### config.mk
export PLATFORM = sky130hd
export DESIGN_NAME = dhsc_top
export DESIGN_NICKNAME = d
export VERILOG_FILES = /design/src/hw/dhsc_pkg.sv /design/src/hw/dhsc_filter.sv /design/src/hw/dhsc_top.sv
export SDC_FILE = /design/constraint.sdc
export NUM_CORES = 1
export LEC_CHECK = 0
export ABC_AREA = 0
export BUFFER_PORTS_ARGS = -buffer_cell sky130_fd_sc_hd__buf_2
export CORE_UTILIZATION = 45
export CTS_BUF_LIST = sky130_fd_sc_hd__clkbuf_4 sky130_fd_sc_hd__clkbuf_8
export DETAILED_ROUTE_END_ITERATION = 6
export PLACE_DENSITY = 0.62
export SLEW_MARGIN = 20
export SYNTH_ARGS = -nofsm -noshare
export SYNTH_HDL_FRONTEND = slang
export SYNTH_HIERARCHICAL = 1
export SYNTH_SLANG_ARGS = --single-unit
export TNS_END_PERCENT = 50
### constraint.sdc
create_clock -name clk_i -period 7.5 [get_ports clk_i]
set_input_delay 1.125 -clock clk_i [delete_from_list [all_inputs] [get_ports clk_i]]
set_output_delay 1.125 -clock clk_i [all_outputs]
set_load 0.02 [all_outputs]
### src/hw/dhsc_pkg.sv
package dhsc_pkg;

  // ---------------------------------------------------------------
  // Clocking
  // ---------------------------------------------------------------
  localparam int unsigned CLK_HZ = 100_000_000;
  localparam int unsigned REF_HZ = 10_000_000;
  localparam int unsigned REF_DIV = CLK_HZ / REF_HZ;

  // ---------------------------------------------------------------
  // Pulse outputs
  // ---------------------------------------------------------------
  localparam logic [14:0] DUTY_FULL = 15'h7D00;
  localparam logic [11:0] DUTY_SCALE = 12'(CLK_HZ / 32000);
  localparam logic [26:0] PHASE_WRAP = 27'(CLK_HZ);
  localparam logic [26:0] PHASE_RST = 27'h0000000;

  // ---------------------------------------------------------------
  // Frequency measurement time base
  // ---------------------------------------------------------------
  localparam int unsigned FREQ_BASE_MS = 1000;
  localparam int unsigned FREQ_BASE_CYCLES = (CLK_HZ / 1000) * FREQ_BASE_MS;

  // ---------------------------------------------------------------
  // Input filter limits, minimum stable cycles per half period
  // ---------------------------------------------------------------
  localparam int unsigned FILT_500K_HZ = 500_000;
  localparam int unsigned FILT_100K_HZ = 100_000;
  localparam int unsigned FILT_50K_HZ = 50_000;
  localparam logic [9:0] FILT_OFF_CYC = 10'h001;
  localparam logic [9:0] FILT_500K_CYC = 10'(CLK_HZ / (2 * FILT_500K_HZ));
  localparam logic [9:0] FILT_100K_CYC = 10'(CLK_HZ / (2 * FILT_100K_HZ));
  localparam logic [9:0] FILT_50K_CYC = 10'(CLK_HZ / (2 * FILT_50K_HZ));

  localparam logic [31:0] C1_MAX = 32'hFFFFFFFF;
  localparam logic [15:0] C2_MAX = 16'hFFFF;

  typedef enum logic [2:0] {
    MODE_INTERNAL, MODE_UP, MODE_DOWN, MODE_UPDN, MODE_CLKDIR_IN, MODE_CLKDIR_Q, MODE_QUAD
  } dhsc_mode_e;

  typedef enum logic [2:0] {
    SRC_NONE, SRC_IN1, SRC_IN2, SRC_IN3, SRC_OVF, SRC_UNF, SRC_Q
  } dhsc_src_e;

  typedef enum logic [1:0] {
    POL_HIGH, POL_LOW, POL_FALL, POL_RISE
  } dhsc_pol_e;

  typedef enum logic [1:0] {
    FILT_OFF, FILT_500K, FILT_100K, FILT_50K
  } dhsc_filt_e;

endpackage

### src/hw/dhsc_filter.sv
`timescale 1ns/1ps
module dhsc_filter (
  input wire logic clk_i,
  input wire logic nrst_i,
  input wire logic [2:0] raw_i,
  input wire dhsc_pkg::dhsc_filt_e sel_i [3],
  output logic [2:0] filt_o
);

  // ---------------------------------------------------------------
  // Per-input glitch filter
  // ---------------------------------------------------------------
  // A new level is accepted only after it has held for the chosen
  // half period, so faster toggling never reaches the counters.
  for (genvar i = 0; i < 3; i++)
  begin : g_in
    logic [9:0] cnt;
    logic [9:0] lim;

    always_comb
    begin
      unique case (sel_i[i])
        dhsc_pkg::FILT_OFF: lim = dhsc_pkg::FILT_OFF_CYC;
        dhsc_pkg::FILT_500K: lim = dhsc_pkg::FILT_500K_CYC;
        dhsc_pkg::FILT_100K: lim = dhsc_pkg::FILT_100K_CYC;
        dhsc_pkg::FILT_50K: lim = dhsc_pkg::FILT_50K_CYC;
      endcase
    end

    always_ff @(posedge clk_i or negedge nrst_i)
    begin
      if (!nrst_i)
      begin
        cnt <= 10'h000;
        filt_o[i] <= 1'b0;
      end
      else if (raw_i[i] == filt_o[i])
      begin
        cnt <= 10'h000;
      end
      else if (cnt + 10'h001 >= lim)
      begin
        cnt <= 10'h000;
        filt_o[i] <= raw_i[i];
      end
      else
      begin
        cnt <= cnt + 10'h001;
      end
    end
  end

endmodule

### src/hw/dhsc_top.sv
`timescale 1ns/1ps
// What this block does
// - Duty word scales linearly; 16000 gives half high time, 8000 a quarter.
// - Frequency word sets the pulse output frequency directly in hertz.
// - Each pulse channel drives logic-level and 24 V outputs together.
// - Counter one is a 32-bit totalizer or a frequency counter.
// - Counter two is a 16-bit totalizer only, no frequency mode.
// - Internal mode counts on a 10 MHz reference tick.
// - Count-up and count-down modes count pulses on inputs 1 and 2.
// - Up/down mode: input 1 counts up, input 2 counts down.
// - Clock/direction mode: input 1 clocks, input 2 gives direction.
// - Second clock/direction mode takes direction from a program bit.
// - Quadrature mode decodes two phase-shifted inputs into signed counts.
// - Frequency mode reports counts per selected period; one second gives hertz.
// - Disable halts counting while asserted; level sensitivity only.
// - Latch trigger copies the accumulator into a holding register.
// - Preload trigger loads the stored value; not in frequency mode.
// - Clear trigger zeroes the accumulator; not in frequency mode.
// - Trigger source is none, input 1-3, overflow, underflow or program bit.
// - Overflow fires on wrap past maximum, underflow on going below zero.
// - Latch, preload, clear accept high, low, falling or rising sensitivity.
// - Each input has a selectable filter rejecting faster toggling.
// - Counter two offers only the clear function.
// - Both counters run at once with separate configurations.
// - Duty word spans 0 to 32000; 32000 means always high.
// - Frequency word zero hands the output to manual on/off control.
// - Program direction bit: 1 counts up, 0 counts down.
// - Overflow and underflow flags stay set until the reset bit is written.
module dhsc_top #(
  parameter int unsigned FREQ_BASE_CYCLES = dhsc_pkg::FREQ_BASE_CYCLES
) (
  input wire logic clk_i,
  input wire logic nrst_i,
  input wire logic ext1_i,
  input wire logic ext2_i,
  input wire logic ext3_i,
  input wire dhsc_pkg::dhsc_filt_e ext1_filt_i,
  input wire dhsc_pkg::dhsc_filt_e ext2_filt_i,
  input wire dhsc_pkg::dhsc_filt_e ext3_filt_i,
  input wire logic c1_freq_mode_i,
  input wire dhsc_pkg::dhsc_mode_e c1_mode_i,
  input wire logic [1:0] c1_period_sel_i,
  input wire dhsc_pkg::dhsc_src_e c1_dis_src_i,
  input wire dhsc_pkg::dhsc_pol_e c1_dis_pol_i,
  input wire dhsc_pkg::dhsc_src_e c1_lat_src_i,
  input wire dhsc_pkg::dhsc_pol_e c1_lat_pol_i,
  input wire dhsc_pkg::dhsc_src_e c1_pre_src_i,
  input wire dhsc_pkg::dhsc_pol_e c1_pre_pol_i,
  input wire dhsc_pkg::dhsc_src_e c1_clr_src_i,
  input wire dhsc_pkg::dhsc_pol_e c1_clr_pol_i,
  input wire logic c1_dis_q_i,
  input wire logic c1_lat_q_i,
  input wire logic c1_pre_q_i,
  input wire logic c1_clr_q_i,
  input wire logic c1_dir_q_i,
  input wire logic [31:0] c1_preload_i,
  input wire logic flag_reset_i,
  input wire dhsc_pkg::dhsc_mode_e c2_mode_i,
  input wire dhsc_pkg::dhsc_src_e c2_clr_src_i,
  input wire dhsc_pkg::dhsc_pol_e c2_clr_pol_i,
  input wire logic c2_clr_q_i,
  input wire logic c2_dir_q_i,
  input wire logic [14:0] pwm1_duty_i,
  input wire logic [15:0] pwm1_freq_i,
  input wire logic pwm1_manual_i,
  input wire logic [14:0] pwm2_duty_i,
  input wire logic [15:0] pwm2_freq_i,
  input wire logic pwm2_manual_i,
  output logic [2:0] ext_state_o,
  output logic [31:0] c1_count_o,
  output logic [31:0] c1_latch_o,
  output logic c1_ovf_flag_o,
  output logic c1_unf_flag_o,
  output logic [15:0] c2_count_o,
  output logic first_pulse_output_ttl_o,
  output logic first_pulse_output_hv_o,
  output logic second_pulse_output_ttl_o,
  output logic second_pulse_output_hv_o
);

  // ---------------------------------------------------------------
  // Helpers
  // ---------------------------------------------------------------
  function automatic logic trig_hit(input dhsc_pkg::dhsc_src_e src,
                                    input dhsc_pkg::dhsc_pol_e pol,
                                    input logic [6:0] now,
                                    input logic [6:0] prev);
    logic s;
    logic p;
    logic hit;
    s = now[src];
    p = prev[src];
    unique case (pol)
      dhsc_pkg::POL_HIGH: hit = s;
      dhsc_pkg::POL_LOW: hit = !s;
      dhsc_pkg::POL_FALL: hit = p && !s;
      dhsc_pkg::POL_RISE: hit = !p && s;
    endcase
    return hit && (src != dhsc_pkg::SRC_NONE);
  endfunction

  // Returns {up, down}; a simultaneous up and down cancels out.
  function automatic logic [1:0] step(input dhsc_pkg::dhsc_mode_e mode,
                                      input logic [2:0] f,
                                      input logic [2:0] fp,
                                      input logic tick,
                                      input logic dirq);
    logic r1;
    logic r2;
    logic ch;
    logic up;
    logic dn;
    r1 = f[0] && !fp[0];
    r2 = f[1] && !fp[1];
    ch = (f[0] ^ fp[0]) || (f[1] ^ fp[1]);
    up = 1'b0;
    dn = 1'b0;
    unique case (mode)
      dhsc_pkg::MODE_INTERNAL: up = tick;
      dhsc_pkg::MODE_UP: up = r1 || r2;
      dhsc_pkg::MODE_DOWN: dn = r1 || r2;
      dhsc_pkg::MODE_UPDN:
      begin
        up = r1;
        dn = r2;
      end
      dhsc_pkg::MODE_CLKDIR_IN:
      begin
        up = r1 && f[1];
        dn = r1 && !f[1];
      end
      dhsc_pkg::MODE_CLKDIR_Q:
      begin
        up = r1 && dirq;
        dn = r1 && !dirq;
      end
      dhsc_pkg::MODE_QUAD:
      begin
        up = ch && (f[0] ^ fp[1]);
        dn = ch && (f[1] ^ fp[0]);
      end
      default:
      begin
        up = 1'b0;
        dn = 1'b0;
      end
    endcase
    return (up && dn) ? 2'h0 : {up, dn};
  endfunction

  // ---------------------------------------------------------------
  // Inputs and reference tick
  // ---------------------------------------------------------------
  logic [2:0] filt;
  logic [2:0] filt_prev;
  logic [4:0] q_prev;
  logic [3:0] ref_cnt;
  logic ref_tick;
  dhsc_pkg::dhsc_filt_e filt_sel [3];

  assign filt_sel[0] = ext1_filt_i;
  assign filt_sel[1] = ext2_filt_i;
  assign filt_sel[2] = ext3_filt_i;

  dhsc_filter u_filter (
    .clk_i(clk_i),
    .nrst_i(nrst_i),
    .raw_i({ext3_i, ext2_i, ext1_i}),
    .sel_i(filt_sel),
    .filt_o(filt)
  );

  always_ff @(posedge clk_i or negedge nrst_i)
  begin
    if (!nrst_i)
    begin
      filt_prev <= 3'h0;
      q_prev <= 5'h00;
      ext_state_o <= 3'h0;
    end
    else
    begin
      filt_prev <= filt;
      q_prev <= {c2_clr_q_i, c1_clr_q_i, c1_pre_q_i, c1_lat_q_i, c1_dis_q_i};
      ext_state_o <= filt;
    end
  end

  always_ff @(posedge clk_i or negedge nrst_i)
  begin
    if (!nrst_i)
    begin
      ref_cnt <= 4'h0;
      ref_tick <= 1'b0;
    end
    else
    begin
      ref_tick <= (ref_cnt == 4'(dhsc_pkg::REF_DIV - 1));
      ref_cnt <= (ref_cnt == 4'(dhsc_pkg::REF_DIV - 1)) ? 4'h0 : ref_cnt + 4'h1;
    end
  end

  // ---------------------------------------------------------------
  // Counter one
  // ---------------------------------------------------------------
  logic c1_ovf_p;
  logic c1_unf_p;
  logic c1_ovf_pp;
  logic c1_unf_pp;
  logic [5:0] c1_com;
  logic [5:0] c1_com_prev;
  logic c1_dis_hit;
  logic c1_lat_hit;
  logic c1_pre_hit;
  logic c1_clr_hit;
  logic [1:0] c1_step;
  logic c1_run;
  logic [31:0] c1_pulses;
  logic [26:0] c1_win;
  logic [26:0] c1_win_len;

  assign c1_com = {c1_unf_p, c1_ovf_p, filt, 1'b0};
  assign c1_com_prev = {c1_unf_pp, c1_ovf_pp, filt_prev, 1'b0};
  // Disable knows only levels; an edge code falls back to its level.
  assign c1_dis_hit = trig_hit(c1_dis_src_i, (c1_dis_pol_i == dhsc_pkg::POL_LOW ||
                               c1_dis_pol_i == dhsc_pkg::POL_FALL) ? dhsc_pkg::POL_LOW :
                               dhsc_pkg::POL_HIGH, {c1_dis_q_i, c1_com},
                               {q_prev[0], c1_com_prev});
  assign c1_lat_hit = trig_hit(c1_lat_src_i, c1_lat_pol_i, {c1_lat_q_i, c1_com},
                               {q_prev[1], c1_com_prev});
  assign c1_pre_hit = trig_hit(c1_pre_src_i, c1_pre_pol_i, {c1_pre_q_i, c1_com},
                               {q_prev[2], c1_com_prev}) && !c1_freq_mode_i;
  assign c1_clr_hit = trig_hit(c1_clr_src_i, c1_clr_pol_i, {c1_clr_q_i, c1_com},
                               {q_prev[3], c1_com_prev}) && !c1_freq_mode_i;
  assign c1_step = step(c1_mode_i, filt, filt_prev, ref_tick, c1_dir_q_i);
  assign c1_run = !c1_dis_hit;

  always_comb
  begin
    unique case (c1_period_sel_i)
      2'h0: c1_win_len = 27'(FREQ_BASE_CYCLES);
      2'h1: c1_win_len = 27'(FREQ_BASE_CYCLES / 10);
      2'h2: c1_win_len = 27'(FREQ_BASE_CYCLES / 100);
      2'h3: c1_win_len = 27'(FREQ_BASE_CYCLES / 1000);
    endcase
  end

  // Clear beats preload, preload beats counting.
  always_ff @(posedge clk_i or negedge nrst_i)
  begin
    if (!nrst_i)
    begin
      c1_count_o <= 32'h00000000;
      c1_ovf_p <= 1'b0;
      c1_unf_p <= 1'b0;
    end
    else
    begin
      c1_ovf_p <= 1'b0;
      c1_unf_p <= 1'b0;
      if (c1_freq_mode_i)
      begin
        if (c1_win + 27'h0000001 >= c1_win_len)
        begin
          c1_count_o <= c1_pulses;
        end
      end
      else if (c1_clr_hit)
      begin
        c1_count_o <= 32'h00000000;
      end
      else if (c1_pre_hit)
      begin
        c1_count_o <= c1_preload_i;
      end
      else if (c1_run && c1_step[1])
      begin
        c1_count_o <= c1_count_o + 32'h00000001;
        c1_ovf_p <= (c1_count_o == dhsc_pkg::C1_MAX);
      end
      else if (c1_run && c1_step[0])
      begin
        c1_count_o <= c1_count_o - 32'h00000001;
        c1_unf_p <= (c1_count_o == 32'h00000000);
      end
    end
  end

  // Measurement window; the pulse tally restarts on every window end.
  always_ff @(posedge clk_i or negedge nrst_i)
  begin
    if (!nrst_i)
    begin
      c1_win <= 27'h0000000;
      c1_pulses <= 32'h00000000;
    end
    else if (!c1_freq_mode_i || c1_win + 27'h0000001 >= c1_win_len)
    begin
      c1_win <= 27'h0000000;
      c1_pulses <= 32'h00000000;
    end
    else
    begin
      c1_win <= c1_win + 27'h0000001;
      if (c1_run && (c1_step != 2'h0))
      begin
        c1_pulses <= c1_pulses + 32'h00000001;
      end
    end
  end

  always_ff @(posedge clk_i or negedge nrst_i)
  begin
    if (!nrst_i)
    begin
      c1_latch_o <= 32'h00000000;
      c1_ovf_pp <= 1'b0;
      c1_unf_pp <= 1'b0;
    end
    else
    begin
      c1_ovf_pp <= c1_ovf_p;
      c1_unf_pp <= c1_unf_p;
      if (c1_lat_hit)
      begin
        c1_latch_o <= c1_count_o;
      end
    end
  end

  // A new event in the reset cycle keeps its flag set.
  always_ff @(posedge clk_i or negedge nrst_i)
  begin
    if (!nrst_i)
    begin
      c1_ovf_flag_o <= 1'b0;
      c1_unf_flag_o <= 1'b0;
    end
    else
    begin
      c1_ovf_flag_o <= c1_ovf_p || (c1_ovf_flag_o && !flag_reset_i);
      c1_unf_flag_o <= c1_unf_p || (c1_unf_flag_o && !flag_reset_i);
    end
  end

  // ---------------------------------------------------------------
  // Counter two
  // ---------------------------------------------------------------
  logic c2_ovf_p;
  logic c2_unf_p;
  logic c2_ovf_pp;
  logic c2_unf_pp;
  logic c2_clr_hit;
  logic [1:0] c2_step;

  assign c2_clr_hit = trig_hit(c2_clr_src_i, c2_clr_pol_i,
                               {c2_clr_q_i, c2_unf_p, c2_ovf_p, filt, 1'b0},
                               {q_prev[4], c2_unf_pp, c2_ovf_pp, filt_prev, 1'b0});
  assign c2_step = step(c2_mode_i, filt, filt_prev, ref_tick, c2_dir_q_i);

  always_ff @(posedge clk_i or negedge nrst_i)
  begin
    if (!nrst_i)
    begin
      c2_count_o <= 16'h0000;
      c2_ovf_p <= 1'b0;
      c2_unf_p <= 1'b0;
      c2_ovf_pp <= 1'b0;
      c2_unf_pp <= 1'b0;
    end
    else
    begin
      c2_ovf_pp <= c2_ovf_p;
      c2_unf_pp <= c2_unf_p;
      c2_ovf_p <= !c2_clr_hit && c2_step[1] && (c2_count_o == dhsc_pkg::C2_MAX);
      c2_unf_p <= !c2_clr_hit && c2_step[0] && (c2_count_o == 16'h0000);
      if (c2_clr_hit)
      begin
        c2_count_o <= 16'h0000;
      end
      else if (c2_step[1])
      begin
        c2_count_o <= c2_count_o + 16'h0001;
      end
      else if (c2_step[0])
      begin
        c2_count_o <= c2_count_o - 16'h0001;
      end
    end
  end

  // ---------------------------------------------------------------
  // Pulse outputs
  // ---------------------------------------------------------------
  // A phase accumulator advancing by the frequency word each cycle wraps
  // exactly freq times a second, so no divider is needed.
  logic [14:0] duty [2];
  logic [15:0] freq [2];
  logic manual [2];
  logic pwm_q [2];

  assign duty[0] = pwm1_duty_i;
  assign duty[1] = pwm2_duty_i;
  assign freq[0] = pwm1_freq_i;
  assign freq[1] = pwm2_freq_i;
  assign manual[0] = pwm1_manual_i;
  assign manual[1] = pwm2_manual_i;

  for (genvar ch = 0; ch < 2; ch++)
  begin : g_pwm
    logic [26:0] phase;
    logic [26:0] next_phase;
    logic [26:0] thr;
    logic [14:0] duty_c;

    assign duty_c = (duty[ch] > dhsc_pkg::DUTY_FULL) ? dhsc_pkg::DUTY_FULL : duty[ch];
    assign thr = 27'(duty_c * dhsc_pkg::DUTY_SCALE);
    assign next_phase = (phase + 27'(freq[ch]) >= dhsc_pkg::PHASE_WRAP) ?
                        phase + 27'(freq[ch]) - dhsc_pkg::PHASE_WRAP :
                        phase + 27'(freq[ch]);

    always_ff @(posedge clk_i or negedge nrst_i)
    begin
      if (!nrst_i)
      begin
        phase <= dhsc_pkg::PHASE_RST;
        pwm_q[ch] <= 1'b0;
      end
      else if (freq[ch] == 16'h0000)
      begin
        phase <= dhsc_pkg::PHASE_RST;
        pwm_q[ch] <= manual[ch];
      end
      else
      begin
        phase <= next_phase;
        pwm_q[ch] <= (next_phase < thr);
      end
    end
  end

  assign first_pulse_output_ttl_o = pwm_q[0];
  assign first_pulse_output_hv_o = pwm_q[0];
  assign second_pulse_output_ttl_o = pwm_q[1];
  assign second_pulse_output_hv_o = pwm_q[1];

  // ---------------------------------------------------------------
  // Assertions
  // ---------------------------------------------------------------
  property p_ref_tick;
    @(posedge clk_i) disable iff (!nrst_i)
    ref_tick |=> !ref_tick [*8] ##1 !ref_tick ##1 ref_tick;
  endproperty
  a_ref_tick: assert property (p_ref_tick) else $error("reference tick not every 10 cycles");

  property p_clear;
    @(posedge clk_i) disable iff (!nrst_i)
    c1_clr_hit |=> c1_count_o == 32'h00000000;
  endproperty
  a_clear: assert property (p_clear) else $error("clear did not zero counter one");

  property p_preload;
    @(posedge clk_i) disable iff (!nrst_i)
    c1_pre_hit && !c1_clr_hit |=> c1_count_o == $past(c1_preload_i);
  endproperty
  a_preload: assert property (p_preload) else $error("preload value not loaded");

  property p_latch;
    @(posedge clk_i) disable iff (!nrst_i)
    c1_lat_hit |=> c1_latch_o == $past(c1_count_o);
  endproperty
  a_latch: assert property (p_latch) else $error("latch missed accumulator");

  property p_latch_hold;
    @(posedge clk_i) disable iff (!nrst_i)
    !c1_lat_hit |=> $stable(c1_latch_o);
  endproperty
  a_latch_hold: assert property (p_latch_hold) else $error("latched value moved");

  property p_disable;
    @(posedge clk_i) disable iff (!nrst_i)
    c1_dis_hit && !c1_freq_mode_i && !c1_clr_hit && !c1_pre_hit |=> $stable(c1_count_o);
  endproperty
  a_disable: assert property (p_disable) else $error("counted while disabled");

  property p_flag_hold;
    @(posedge clk_i) disable iff (!nrst_i)
    c1_ovf_flag_o && !flag_reset_i |=> c1_ovf_flag_o;
  endproperty
  a_flag_hold: assert property (p_flag_hold) else $error("overflow flag dropped");

  property p_ovf_set;
    @(posedge clk_i) disable iff (!nrst_i)
    c1_ovf_p |-> c1_count_o == 32'h00000000 ##1 c1_ovf_flag_o;
  endproperty
  a_ovf_set: assert property (p_ovf_set) else $error("overflow not on wrap to zero");

  property p_full_duty;
    @(posedge clk_i) disable iff (!nrst_i)
    pwm1_freq_i != 16'h0000 && pwm1_duty_i >= dhsc_pkg::DUTY_FULL |=> first_pulse_output_ttl_o;
  endproperty
  a_full_duty: assert property (p_full_duty) else $error("full duty not high");

  property p_manual;
    @(posedge clk_i) disable iff (!nrst_i)
    pwm2_freq_i == 16'h0000 |=> second_pulse_output_hv_o == $past(pwm2_manual_i);
  endproperty
  a_manual: assert property (p_manual) else $error("manual control not followed");

  c_ovf: cover property (@(posedge clk_i) disable iff (!nrst_i) $rose(c1_ovf_flag_o));
  c_latch: cover property (@(posedge clk_i) disable iff (!nrst_i) c1_lat_hit);
  c_c2_clear: cover property (@(posedge clk_i) disable iff (!nrst_i) c2_clr_hit);
  c_pwm_edge: cover property (@(posedge clk_i) disable iff (!nrst_i)
                              $rose(first_pulse_output_ttl_o));

endmodule

* Yosys cells after proc, flatten, opt, wreduce, memory -nomap -nowiden
Index checks and enable logic that the tools add are counted.
** Storage, ports and cells
- Latch bits :: 0
- Bits in writable memories :: 0
- Output and inout port bits :: 89
- Memories :: 0
- Register bits after elaboration :: 251
- Input port bits :: 149
- Bits in read-only memories :: 0
** Operators by class
- Multiply operators :: 2
- Shift-type cells :: 0
- Add/subtract/negate cells :: 14
- Divide/modulo/power cells :: 0
- Reduce and logical (&&, ||, !) cells :: 91
- Equality and inequality tests :: 48
- Mux-type cells :: 72
- Order comparisons :: 15
- Bitwise operators :: 7
** Operators with widths (number)
- $mux W32 :: 8
- $mux W27 :: 5
- $pmux W10 S4 :: 3
- $pmux W27 S4 :: 1
- $add A32 B1 Y32 const B :: 2
- $mux W10 :: 6
- $add A27 B16 Y27 :: 2
- $ge A27 B27 Y1 const B :: 2
- $lt A27 B27 Y1 :: 2
- $mul A15 B12 Y27 const B :: 2
- $sub A27 B27 Y27 const B :: 2
- $logic_not A16 Y1 :: 3
- $mux W16 :: 3
- $logic_and A1 B1 Y1 :: 38
- $eq A2 B2 Y1 const B :: 17
- $eq A32 B32 Y1 const B :: 1
- $logic_not A32 Y1 :: 1
- $sub A32 B1 Y32 const B :: 1
- $add A10 B1 Y10 const B :: 3
- $bmux W1 S3 :: 10
- $ge A10 B10 Y1 :: 3
- $gt A15 B15 Y1 const B :: 2
- $mux W15 :: 2
- $add A27 B1 Y27 const B :: 1
- 31 further kinds :: 129

* Logic depth before layout (Yosys ltp)
Gate-level depths: netlist of run 1.
- Word-level depth :: 13
- Mapped depth :: 34
- Mapped depth without buffers :: 34

* By module
Netlist of run 1, hierarchy kept.
** By module, submodules not included
- dhsc_top :: area an instance 24076.8 µm², instances 1, seq. area each 5430.2 µm², cells an instance 2795
- dhsc_filter :: area an instance 2351.0 µm², instances 1, seq. area each 825.8 µm², cells an instance 233

* Worst setup path before layout of run 1
OpenSTA, ideal clock, no wires.
- Path type :: input to register
- From :: in pwm2_duty_i[13]
- To :: reg pwm_q (netlist bit second_pulse_output_hv_o)
- Setup slack :: 0.149 ns
- Cell stages on the path :: 32
- Data required time :: 7.417 ns
- Data arrival time :: 7.268 ns
- Cell sequence :: ha_1 > o2111ai_1 > o21bai_1 > and2_1 > ha_1 > ha_1 > xor2_1 > ha_1 > fa_1 > inv_1 > fa_1 > inv_1 > ha_1 > a21oi_1 > o21bai_1 > a21oi_1 > o21ai_0 > a21oi_1 > o2111ai_1 > a31oi_1 > nor2b_1 > o21ai_0 > nand2b_1 > xnor2_1 > ha_1 > a21o_1 > a21o_1 > a21oi_1 > nand3_1 > nand2_1 > a31oi_1 > o21ai_0
** On the way
- Cells in the longest elaborated chain, start to end :: 5
** RTL lines
- start, declared :: line dhsc_top.sv:66 : input wire logic [14:0] pwm2_duty_i,
- $gt A15 B15 Y1 :: line dhsc_top.sv:416 : assign duty_c = (duty[ch] > dhsc_pkg::DUTY_FULL) ? dhsc_pkg::DUTY_FULL : duty[ch];
- $mux W15 * :: line dhsc_top.sv:416
- $mul A15 B12 Y27 * :: line dhsc_top.sv:417 : assign thr = 27'(duty_c * dhsc_pkg::DUTY_SCALE);
- $lt A27 B27 Y1 * :: line dhsc_top.sv:437 : pwm_q[ch] <= (next_phase < thr);
- $mux W1 * :: line dhsc_top.sv:429 : else if (freq[ch] == 16'h0000)
- end signal, assigned by index :: line dhsc_top.sv:432 : pwm_q[ch] <= manual[ch];
- end signal, assigned by index :: line dhsc_top.sv:437
- end, declared :: line dhsc_top.sv:400 : logic pwm_q [2];
Mark *: on every way between the ends. The rest lies on a longest branch, timed or not.
A chain may end at the register's enable or synchronous reset.

* Worst setup path after layout of run 1
- From :: in pwm2_duty_i[0]
- To :: reg pwm_q (netlist bit second_pulse_output_hv_o)
The elaborated chain is that of the path after synthesis.

==> metrics.csv, run 1 <==
stage;metric;value;unit
worst_setup_path;cp_top_family;adder cells;
route;firstDrtPassIters;6;
die;io_pins;238;
sta;max_freq;0.141;GHz
finish;fillCellCount;5541;
worst_setup_path;crit_buf_inv;5;
worst_setup_path;crit_slowest_cell;fa_1;
sta;max_slew_margin;0.324;
worst_setup_path;end_kind;register;
finish;multi_input_area;18800;µm²
synthesis;synthDistinctLibCells;94;
worst_setup_path;crit_arrival;7620;ps
worst_setup_path;r2r-start;g_pwm[0].phase[0];
die;dieArea;59700;µm²
min_path;hold_depth;0;
route;routed_via_density;5.60;
synthesis;synth_nets;3657;
die;die_y;244;µm
worst_setup_path;cpMostUsedCell;ha_1;
power_and_ir_drop;ir_worst_vdd;0.318;mV
synthesis;synthArstFlopShare;1.00;
sta;hold_viol;0;
sta;finalCritPeriodShare;0.946;
synthesis;synthFlopType;dfrtp_1;
global_route;grt_max_degree;112;
clock_network;clk_pin_slew_worst_paths;70;ps
synthesis;seq_area_frac_synth;0.237;
worst_setup_path;r2r_slack;1370;ps
clock_network;clock_latency;610;ps
finish;regArea;6260;µm²
die;rows;88;
clock_network;cts_tree;built;
synthesis;synth.yosys.warnings;6;
min_path;hold_end;c2_unf_pp;
global_route;grt_overflow;0;
route;wirelength;72100;µm
synthesis;syn_area_per_cell;8.73;µm²
global_route;grt_pass1_wl;117000;µm
worst_setup_path;crit_required;8020;ps
die;die_w;244;µm
synthesis;synth-edff-count;0;
placement;io_buffers;237;
die;initial_core_util;0.456;
finish;layout-drive-gt1-share;0.158;
global_route;track_usage;0.240;
power_and_ir_drop;p_leak;15.3;nW
worst_setup_path;r2r_cells;31;
clock_network;root_buffer;clkbuf_8;
sta;tightest_slew;1010;ps
route;post_drt_wl_per_cell;17.3;µm
clock_network;ctsHtreeMaxLevel;2;
finish;fin_nets;3992;
route;ant_nets;0;
status;outcome;finished clean;
synthesis;syn_area;26400;µm²
synthesis;ys_seq_elements;250;
clock_network;numClockSinks;250;
sta;fin_setup_tns;0;ps
route;drt_iter0_drc;1395;
worst_setup_path;path_max_fanout;6;
sta;post-route-min-period;7090;ps
die;core_area;57900;µm²
global_route;antenna_found_initial;4;
worst_setup_path;crit_type;in2reg;
worst_setup_path;crit_path_start_kind;input port;
worst_setup_path;max_stage_delay;540;ps
worst_setup_path;r2r_end;first_pulse_output_hv_o;
run;cap_violations;0;
sta;setup_viol;0;
min_path;hold_path_class;reg2reg;
clock_network;post-cts-setup-buffers;0;
global_route;grt_pass1_vias;22900;
min_path;hp-start;c2_unf_p;
sta;skew;33.1;ps
route;vias;23300;
synthesis;synth_cells;3028;
finish;syn2layout_area_growth;14.8;%
clock_network;numCtsBuffers;46;
sta;maxSlewViolCount;0;
power_and_ir_drop;power-per-cell-area;390;nW/µm²
power_and_ir_drop;power;0.0118;W
placement;dp_hpwl;57400;µm
route;drcViolationCount;0;
placement;gp_congestion;0.937;
clock_network;cts_buffer_depth;3;
flip-flops by register name, indices dropped and copies added (netlist names), 3 cells and up:
name               count
g_pwm.phase           54
c1_count_o            32
c1_latch_o            32
c1_pulses             32
u_filter/g_in.cnt     30
c1_win                27
c2_count_o            16
q_prev                 4
ref_cnt                4
filt_prev              3
u_filter/filt_o        3
cell usage after synthesis, drive strengths merged (7+ instances only):
cell type | number | area share
a21oi | 164 | 0.031
clkbuf | 56 | 0.0080
o211ai | 26 | 0.0078
mux2 | 43 | 0.018
nand3 | 94 | 0.018
mux2i | 39 | 0.015
nand2b | 37 | 0.0088
or3 | 22 | 0.0052
a2111oi | 9 | 0.0030
o21bai | 13 | 0.0041
and2 | 58 | 0.014
nand2 | 214 | 0.030
inv | 308 | 0.044
and4 | 14 | 0.0047
a211oi | 24 | 0.0070
a211o | 10 | 0.0033
o2111ai | 8 | 0.0027
a21o | 73 | 0.021
a21boi | 7 | 0.0020
ha | 404 | 0.19
nor3 | 65 | 0.013
or2 | 15 | 0.0036
nand4 | 66 | 0.016
a221oi | 8 | 0.0027
nor2 | 221 | 0.031
nor4 | 35 | 0.0088
o31ai | 11 | 0.0033
buf | 12 | 0.0021
o21ai | 127 | 0.024
a31o | 7 | 0.0023
nor2b | 72 | 0.017
o31a | 10 | 0.0033
nor3b | 7 | 0.0022
fa | 76 | 0.058
nand3b | 13 | 0.0037
a31oi | 20 | 0.0047
o21a | 27 | 0.0077
xnor2 | 117 | 0.039
and3 | 32 | 0.0076
xor2 | 119 | 0.039
dfrtp | 250 | 0.24
worst register-to-register path: cells and delay by family (launching register included):
kind	cells	cell delay, ps
flip-flops	1	370
AO/OA/AOI/OAI	12	2050
XOR/XNOR	1	230
AND/OR/NAND/NOR	12	2200
buffers and inverters	2	270
adder cells (fa/ha/maj)	4	910
cells by family after synthesis:
logic type | Yosys count | share of synthesized area
AO/OA/AOI/OAI | 613 | 0.156
XOR/XNOR | 236 | 0.0782
adder cells (fa/ha/maj) | 480 | 0.249
buffers and inverters | 376 | 0.0538
flip-flops | 250 | 0.237
multiplexers | 84 | 0.0348
AND/OR/NAND/NOR | 989 | 0.192
area by class of cell:
type                            count  area share
Multi-Input combinational cell   2402       0.620
Sequential cell                   250       0.206
Timing Repair Buffer              355      0.0693
Inverter                          308      0.0381
Tap cell                          765      0.0315
Clock buffer                       66      0.0275
Clock inverter                     15     0.00689
Antenna cell                        6    0.000495
worst max path at each step:
stage / from / to / slack [ps] / depth (start not counted)
after floorplan: pwm2_duty_i[13] / second_pulse_output_hv_o / 150 / 32
after global placement: pwm2_duty_i[0] / second_pulse_output_hv_o / -140 / 33
after detailed placement: pwm2_duty_i[0] / second_pulse_output_hv_o / -240 / 33
after CTS: pwm2_duty_i[0] / second_pulse_output_hv_o / 380 / 33
after global routing: pwm2_duty_i[0] / second_pulse_output_hv_o / -10 / 33
final: pwm2_duty_i[0] / second_pulse_output_hv_o / 410 / 34
report_power, final:
| group | total (W) | internal [W] | switching (W) |
|---|---|---|---|
| registers | 0.00208 | 0.00168 | 0.000394 |
| logic | 0.00823 | 0.00359 | 0.00464 |
| clock network | 0.00153 | 0.000887 | 0.000639 |
routing by layer:
layer | track usage | share of wire | vias to the layer above
li1 | - | - | 11400
met5 | 0 | 0 | -
met2 | 0.392 | 0.46 | 537
met1 | 0.332 | 0.47 | 11300
met4 | 0.0634 | 0.023 | 0
met3 | 0.0330 | 0.049 | 117
placed cells by master, fill, tap and decap left out, types with 32 or more instances in the layout:
cell,instances
nand3_1,94
buf_4,116
nor4_1,32
xnor2_1,117
ha_1,404
nand4_1,66
mux2i_1,39
nor2_1,221
xor2_1,119
nand2b_1,37
a21oi_1,162
mux2_2,42
and2_1,58
inv_1,308
buf_2,236
fa_1,76
dfrtp_1,250
nor2b_1,71
a21o_1,73
nor3_1,62
clkbuf_8,54
o21ai_0,119
nand2_1,214
and3_1,32
timing repair:
action / in CTS / in global routing
resized for setup: 0 / 5
endpoints found under the setup margin: 0 / 1
hold buffers: 0 / 0
metrics by stage:
stage               hold slack (ps)  setup slack, ps  utilization  instances  area, µm²
detailed placement              388             -244        0.505       4079      29200
global placement                383             -143        0.505       4079      29200
CTS                             402              376        0.523       4160      30300
floorplan                       353              149            -       3028      26400
global route                    415            -12.9        0.524       4165      30300
finish                          399              406        0.524       4167      30300
Note: power is estimated with default switching activity, not from simulation.
==> inputs of run 2 (changes only) <==
- ABC_AREA: 0 -> 1
==> run 2 against run 1 <==
Effect of this change:
- die area grew 10%
- clock-buffer cell count grew 9
- sequential share of layout area shrank 1.3 points
- largest cell class unchanged
- design area grew 6.7%
- combinational power grew 20%
- sequential cell count is the same
- critical endpoint is now first_pulse_output_hv_o
- first-iteration DRC count grew 7.2%
- core utilization shrank 2.1 points
- via count grew 16%
- global-route usage grew 0.22 points
- the flow now finishes with violations (design-rule violations)
==> metrics.csv, run 2 <==
stage;metric;value;unit
synthesis;syn_area;29200;µm²
worst_setup_path;crit_arrival;7330;ps
route;ant_nets;0;
clock_network;post-cts-setup-buffers;0;
power_and_ir_drop;power-per-cell-area;419;nW/µm²
worst_setup_path;crit_path_start_kind;input port;
placement;dp_hpwl;65000;µm
run;cap_violations;0;
power_and_ir_drop;ir_worst_vdd;0.222;mV
finish;layout-drive-gt1-share;0.124;
die;dieArea;66000;µm²
power_and_ir_drop;swShare;0.545;
sta;max_freq;0.148;GHz
route;vias;27000;
worst_setup_path;path_max_fanout;14;
clock_network;numCtsBuffers;50;
synthesis;synth_nets;4869;
synthesis;synthArstFlopShare;1.00;
global_route;antenna_found_initial;4;
worst_setup_path;crit_required;8080;ps
route;post_drt_wl_per_cell;14.8;µm
sta;hold_viol;0;
die;core_area;64300;µm²
synthesis;yosys.cell_count.top_type;nand2_1;
placement;gp_congestion;0.920;
sta;skew;52.3;ps
finish;largest_reg_flops;54;
clock_network;cts_resized;0;
finish;final_cell_count_no_fill;5383;
synthesis;ys_seq_elements;250;
finish;multi_input_area;19800;µm²
die;die_y;257;µm
clock_network;cts_buffer_depth;3;
status;outcome;finished with violations;
sta;setup_viol;0;
die;rows;93;
synthesis;seq_area_frac_synth;0.214;
global_route;track_usage;0.242;
synthesis;syn_area_per_cell;6.89;µm²
power_and_ir_drop;pwr-share-clk;0.111;
placement;place_inst;5295;
synthesis;synth_top_area_cell;dfrtp_1;
synthesis;synth_cells;4240;
clock_network;cts_hold_buf;0;
synthesis;ys_top_cells_by_count;nand2_1, inv_1, nor2_1;
route;wirelength;79600;µm
power_and_ir_drop;switchingPower;0.00738;W
worst_setup_path;r2r_slack;2860;ps
clock_network;ctsHtreeMaxLevel;2;
global_route;grt_pass1_vias;25900;
global_route;grt_max_degree;92;
synthesis;synthTopCellsByArea;dfrtp_1, ha_1, nand2_1;
global_route;grt_overflow;0;
finish;mostFrequentLayoutCells;nand2_1, inv_1, nor2_1;
power_and_ir_drop;power;0.0136;W
clock_network;clock_latency;680;ps
synthesis;synthDistinctLibCells;64;
sta;maxSlewViolCount;0;
finish;fin_nets;5121;
route;routed_via_density;5.01;
sta;finalCritPeriodShare;0.900;
worst_setup_path;cpMostUsedCell;nand2_1;
sta;max_slew_margin;0.366;
clock_network;root_buffer;clkbuf_8;
placement;io_buffers;237;
synthesis;synthFlopType;dfrtp_1;
finish;layout_commonest_cell;nand2_1;
power_and_ir_drop;p_leak;18.2;nW
global_route;grt_pass1_wl;131000;µm
clock_network;clk_pin_slew_worst_paths;60;ps
finish;syn2layout_area_growth;10.8;%
power_and_ir_drop;comb_power_share;0.728;
synthesis;synth_top_cell_area_share;0.214;
power_and_ir_drop;seq_power_share;0.160;
route;firstDrtPassIters;7;
status;violations;design-rule violations;
min_path;hold_path_class;reg2reg;
route;drt_iter0_drc;1496;
die;die_w;257;µm
die;initial_core_util;0.454;
sta;fin_setup_tns;0;ps
clock_network;cts_tree;built;
worst_setup_path;crit_type;in2reg;
synthesis;synth.yosys.warnings;6;
synthesis;synth-edff-count;0;
worst_setup_path;max_stage_delay;540;ps
route;drcViolationCount;5;
worst_setup_path;end_kind;register;
power_and_ir_drop;internal_power;0.00617;W
sta;rsz0062_at_grt;no;
sta;post-route-min-period;6750;ps
worst_setup_path;crit_slowest_cell;fa_1;
die;io_pins;238;
clock_network;numClockSinks;250;
finish;top_register;g_pwm.phase;
finish;regArea;6260;µm²
sta;tightest_slew;949;ps
finish;fillCellCount;6534;
run 2: cell type report:
cell class,count,share of cell area
Antenna cell,2,0.000155
Clock buffer,75,0.0280
Clock inverter,11,0.00402
Inverter,776,0.0900
Multi-Input combinational cell,3163,0.611
Sequential cell,250,0.193
Tap cell,855,0.0330
Timing Repair Buffer,251,0.0402
run 2: worst max-delay path, delay by kind of cell:
family / cells / cell delay [ps]
adder cells (fa/ha/maj): 7 / 2680
AO/OA/AOI/OAI: 8 / 1670
XOR/XNOR: 1 / 170
buffers and inverters: 5 / 470
AND/OR/NAND/NOR: 10 / 1200
run 2: per-stage QoR:
stage | area [µm²] | util | setup WS, ps | hold slack [ps]
CTS | 32400 | 0.503 | 766 | 390
global route | 32400 | 0.503 | 89.0 | 403
finish | 32400 | 0.503 | 752 | 384
global placement | 31300 | 0.487 | 206 | 383
floorplan | 29200 | - | 735 | 349
detailed placement | 31300 | 0.487 | 93.7 | 381
run 2: cell families (layout without fill, tap and decap cells):
group | Yosys count | count (layout) | share of synthesized area
flops | 250 | 250 | 0.214
buf+inv | 827 | 1113 | 0.109
xor+xnor | 169 | 169 | 0.0507
fa+ha+maj | 480 | 480 | 0.225
simple gates | 2038 | 2038 | 0.310
compound gates | 476 | 476 | 0.0914
other cells | 0 | 2 | 0
run 2: final timing paths:
path / endpoint / depth (start not counted) / from
max: first_pulse_output_hv_o / 31 / pwm1_duty_i[2]
min: c2_ovf_pp / 0 / c2_ovf_p
max reg2reg: second_pulse_output_hv_o / 31 / g_pwm[1].phase[0]
min reg2reg: c2_ovf_pp / 0 / c2_ovf_p
max in group asynchronous: g_pwm[1].phase[1] / 2 / nrst_i
min in group asynchronous: u_filter/g_in[2].cnt[2] / 1 / nrst_i
run 2: per-layer routing:
layer,GRT usage,up-vias,wire [µm]
met4,0.0608,4,1860
li1,-,14100,-
met1,0.337,12300,38800
met2,0.398,490,35800
met3,0.0281,120,3130
met5,0,-,23
run 2: power groups by stage:
stage	Sequential (W)	Clock, W	Combinational, W
floorplan	0.00225	0	0.00736
global placement	0.00219	0	0.00973
detailed placement	0.00220	0	0.00980
CTS	0.00217	0.00155	0.00988
global route	0.00223	0.00161	0.0113
finish	0.00217	0.00151	0.00987
==> inputs of run 3 (changes only) <==
- PLACE_DENSITY: 0.62 -> unset
==> run 3 against run 2 <==
Effect of this change:
- the run now ends clean
- critical path depth increased by 2
- sequential share of layout area decreased by 0.14 points
- core utilization increased by 0.37 points
- largest cell class unchanged
- critical endpoint unchanged
==> metrics.csv, run 3 (same netlist as run 2, synthesis figures left out) <==
stage;metric;value;unit
die;initial_core_util;0.454;
sta;maxSlewViolCount;0;
clock_network;root_buffer;clkbuf_8;
route;routed_via_density;4.98;
worst_setup_path;r2r_slack;2770;ps
placement;post-place-ws;19.6;ps
run;cap_violations;0;
sta;finalCritPeriodShare;0.914;
global_route;grt_pass1_vias;26000;
worst_setup_path;crit_required;8030;ps
die;die_w;257;µm
clock_network;cts_resized;0;
finish;final_cell_count_no_fill;5390;
finish;fillCellCount;6639;
route;ant_nets;0;
power_and_ir_drop;p_leak;18.3;nW
global_route;grt_max_degree;140;
clock_network;clock_latency;650;ps
finish;mostFrequentLayoutCells;nand2_1, inv_1, nor2_1;
clock_network;clk_pin_slew_worst_paths;60;ps
finish;largest_reg_flops;54;
worst_setup_path;crit_arrival;7390;ps
route;post_drt_wl_per_cell;14.9;µm
finish;layout_commonest_cell;nand2_1;
global_route;grt_overflow;0;
clock_network;numClockSinks;250;
sta;finalWorstSetupSlack;646;ps
worst_setup_path;crit_slowest_cell;fa_1;
die;dieArea;66000;µm²
sta;rsz0062_at_grt;no;
placement;io_buffers;237;
global_route;track_usage;0.244;
clock_network;cts_hold_buf;0;
clock_network;cts_buffer_depth;3;
finish;top_register;g_pwm.phase;
min_path;hold_path_class;in2async;
global_route;antenna_found_initial;5;
worst_setup_path;max_stage_delay;540;ps
route;firstDrtPassIters;5;
route;drt_iter0_drc;1480;
worst_setup_path;r2r_cells;17;
sta;setup_viol;0;
route;drcViolationCount;0;
power_and_ir_drop;power-per-cell-area;424;nW/µm²
worst_setup_path;crit_path_start_kind;input port;
clock_network;post-cts-setup-buffers;0;
clock_network;numCtsBuffers;52;
sta;max_slew_margin;0.352;
sta;post-route-min-period;6850;ps
clock_network;cts_tree;built;
placement;gp_congestion;0.909;
route;vias;26900;
die;io_pins;238;
finish;syn2layout_area_growth;11.6;%
finish;layout-drive-gt1-share;0.125;
worst_setup_path;end_kind;register;
die;die_y;257;µm
placement;place_inst;5293;
sta;tightest_slew;963;ps
sta;skew;45.4;ps
worst_setup_path;path_max_fanout;14;
finish;fin_nets;5121;
route;wirelength;80200;µm
die;core_area;64300;µm²
global_route;grt_pass1_wl;132000;µm
power_and_ir_drop;ir_worst_vdd;0.237;mV
die;rows;93;
sta;max_freq;0.146;GHz
clock_network;ctsHtreeMaxLevel;2;
placement;dp_hpwl;65700;µm
sta;hold_viol;0;
status;outcome;finished clean;
worst_setup_path;crit_type;in2reg;
sta;fin_setup_tns;0;ps
run 3: changes by cell type in the layout (fill, tap and decap cells not counted), sizes merged:
cell | before | now
clkbuf | 75 | 78
clkinv | 10 | 12
clkinvlp | 1 | 2
bufinv | 2 | 6
inv | 774 | 773
buf | 251 | 249
run 3: path summary, 6_finish.rpt:
path / start / end
setup / recovery: pwm1_duty_i[14] / first_pulse_output_hv_o
hold / removal: nrst_i / g_pwm[0].phase[0]
setup reg to reg: u_filter/filt_o[1] / c2_count_o[13]
hold reg to reg: c2_unf_p / c2_unf_pp
max in group asynchronous: nrst_i / c1_win[6]
min in group clk_i: c2_unf_p / c2_unf_pp
run 3: cell type report:
type | count | area [µm²] | area share
clock buffers | 78 | 1020 | 0.0312
well taps | 855 | 1070 | 0.0328
clock inverters | 17 | 258 | 0.00791
diodes | 2 | 5.00 | 0.000153
multi-input cells | 3163 | 19800 | 0.607
flip-flops and latches | 250 | 6260 | 0.192
inverters | 776 | 2910 | 0.0893
repair buffers | 249 | 1300 | 0.0398
run 3: worst max-delay path: cells and delay by family:
kind                       cells  cell delay, ps
AOI/OAI and AO/OA              8            1710
buffers and inverters          6             630
and+or+nand+nor               11            1220
adders and majority gates      8            2680
run 3: routing by layer:
metal  part of all wire  up-vias  GRT usage  wire length, µm
met5            0.00039        -          0               31
met4              0.029        4     0.0761             2300
met3              0.038      117     0.0267             3060
met2               0.44      449      0.387            35000
met1               0.50    12200      0.346            39700
li1                   -    14100          -                -
run 3: report_power, final:
group          total [W]  switching, W  internal, W
sequential       0.00218      0.000454      0.00172
clock            0.00176      0.000686      0.00108
combinational    0.00988       0.00627      0.00361
total             0.0138       0.00741      0.00641
run 3: through the flow:
stage,hold slack (ps),utilization,area (µm²),total power [W]
final,386,0.507,32600,0.0138
after global routing,399,0.507,32600,0.0155
after CTS,362,0.507,32600,0.0139
after detailed placement,431,0.487,31300,0.0120
after global placement,431,0.487,31300,0.0119
after floorplan,349,-,29200,0.00960
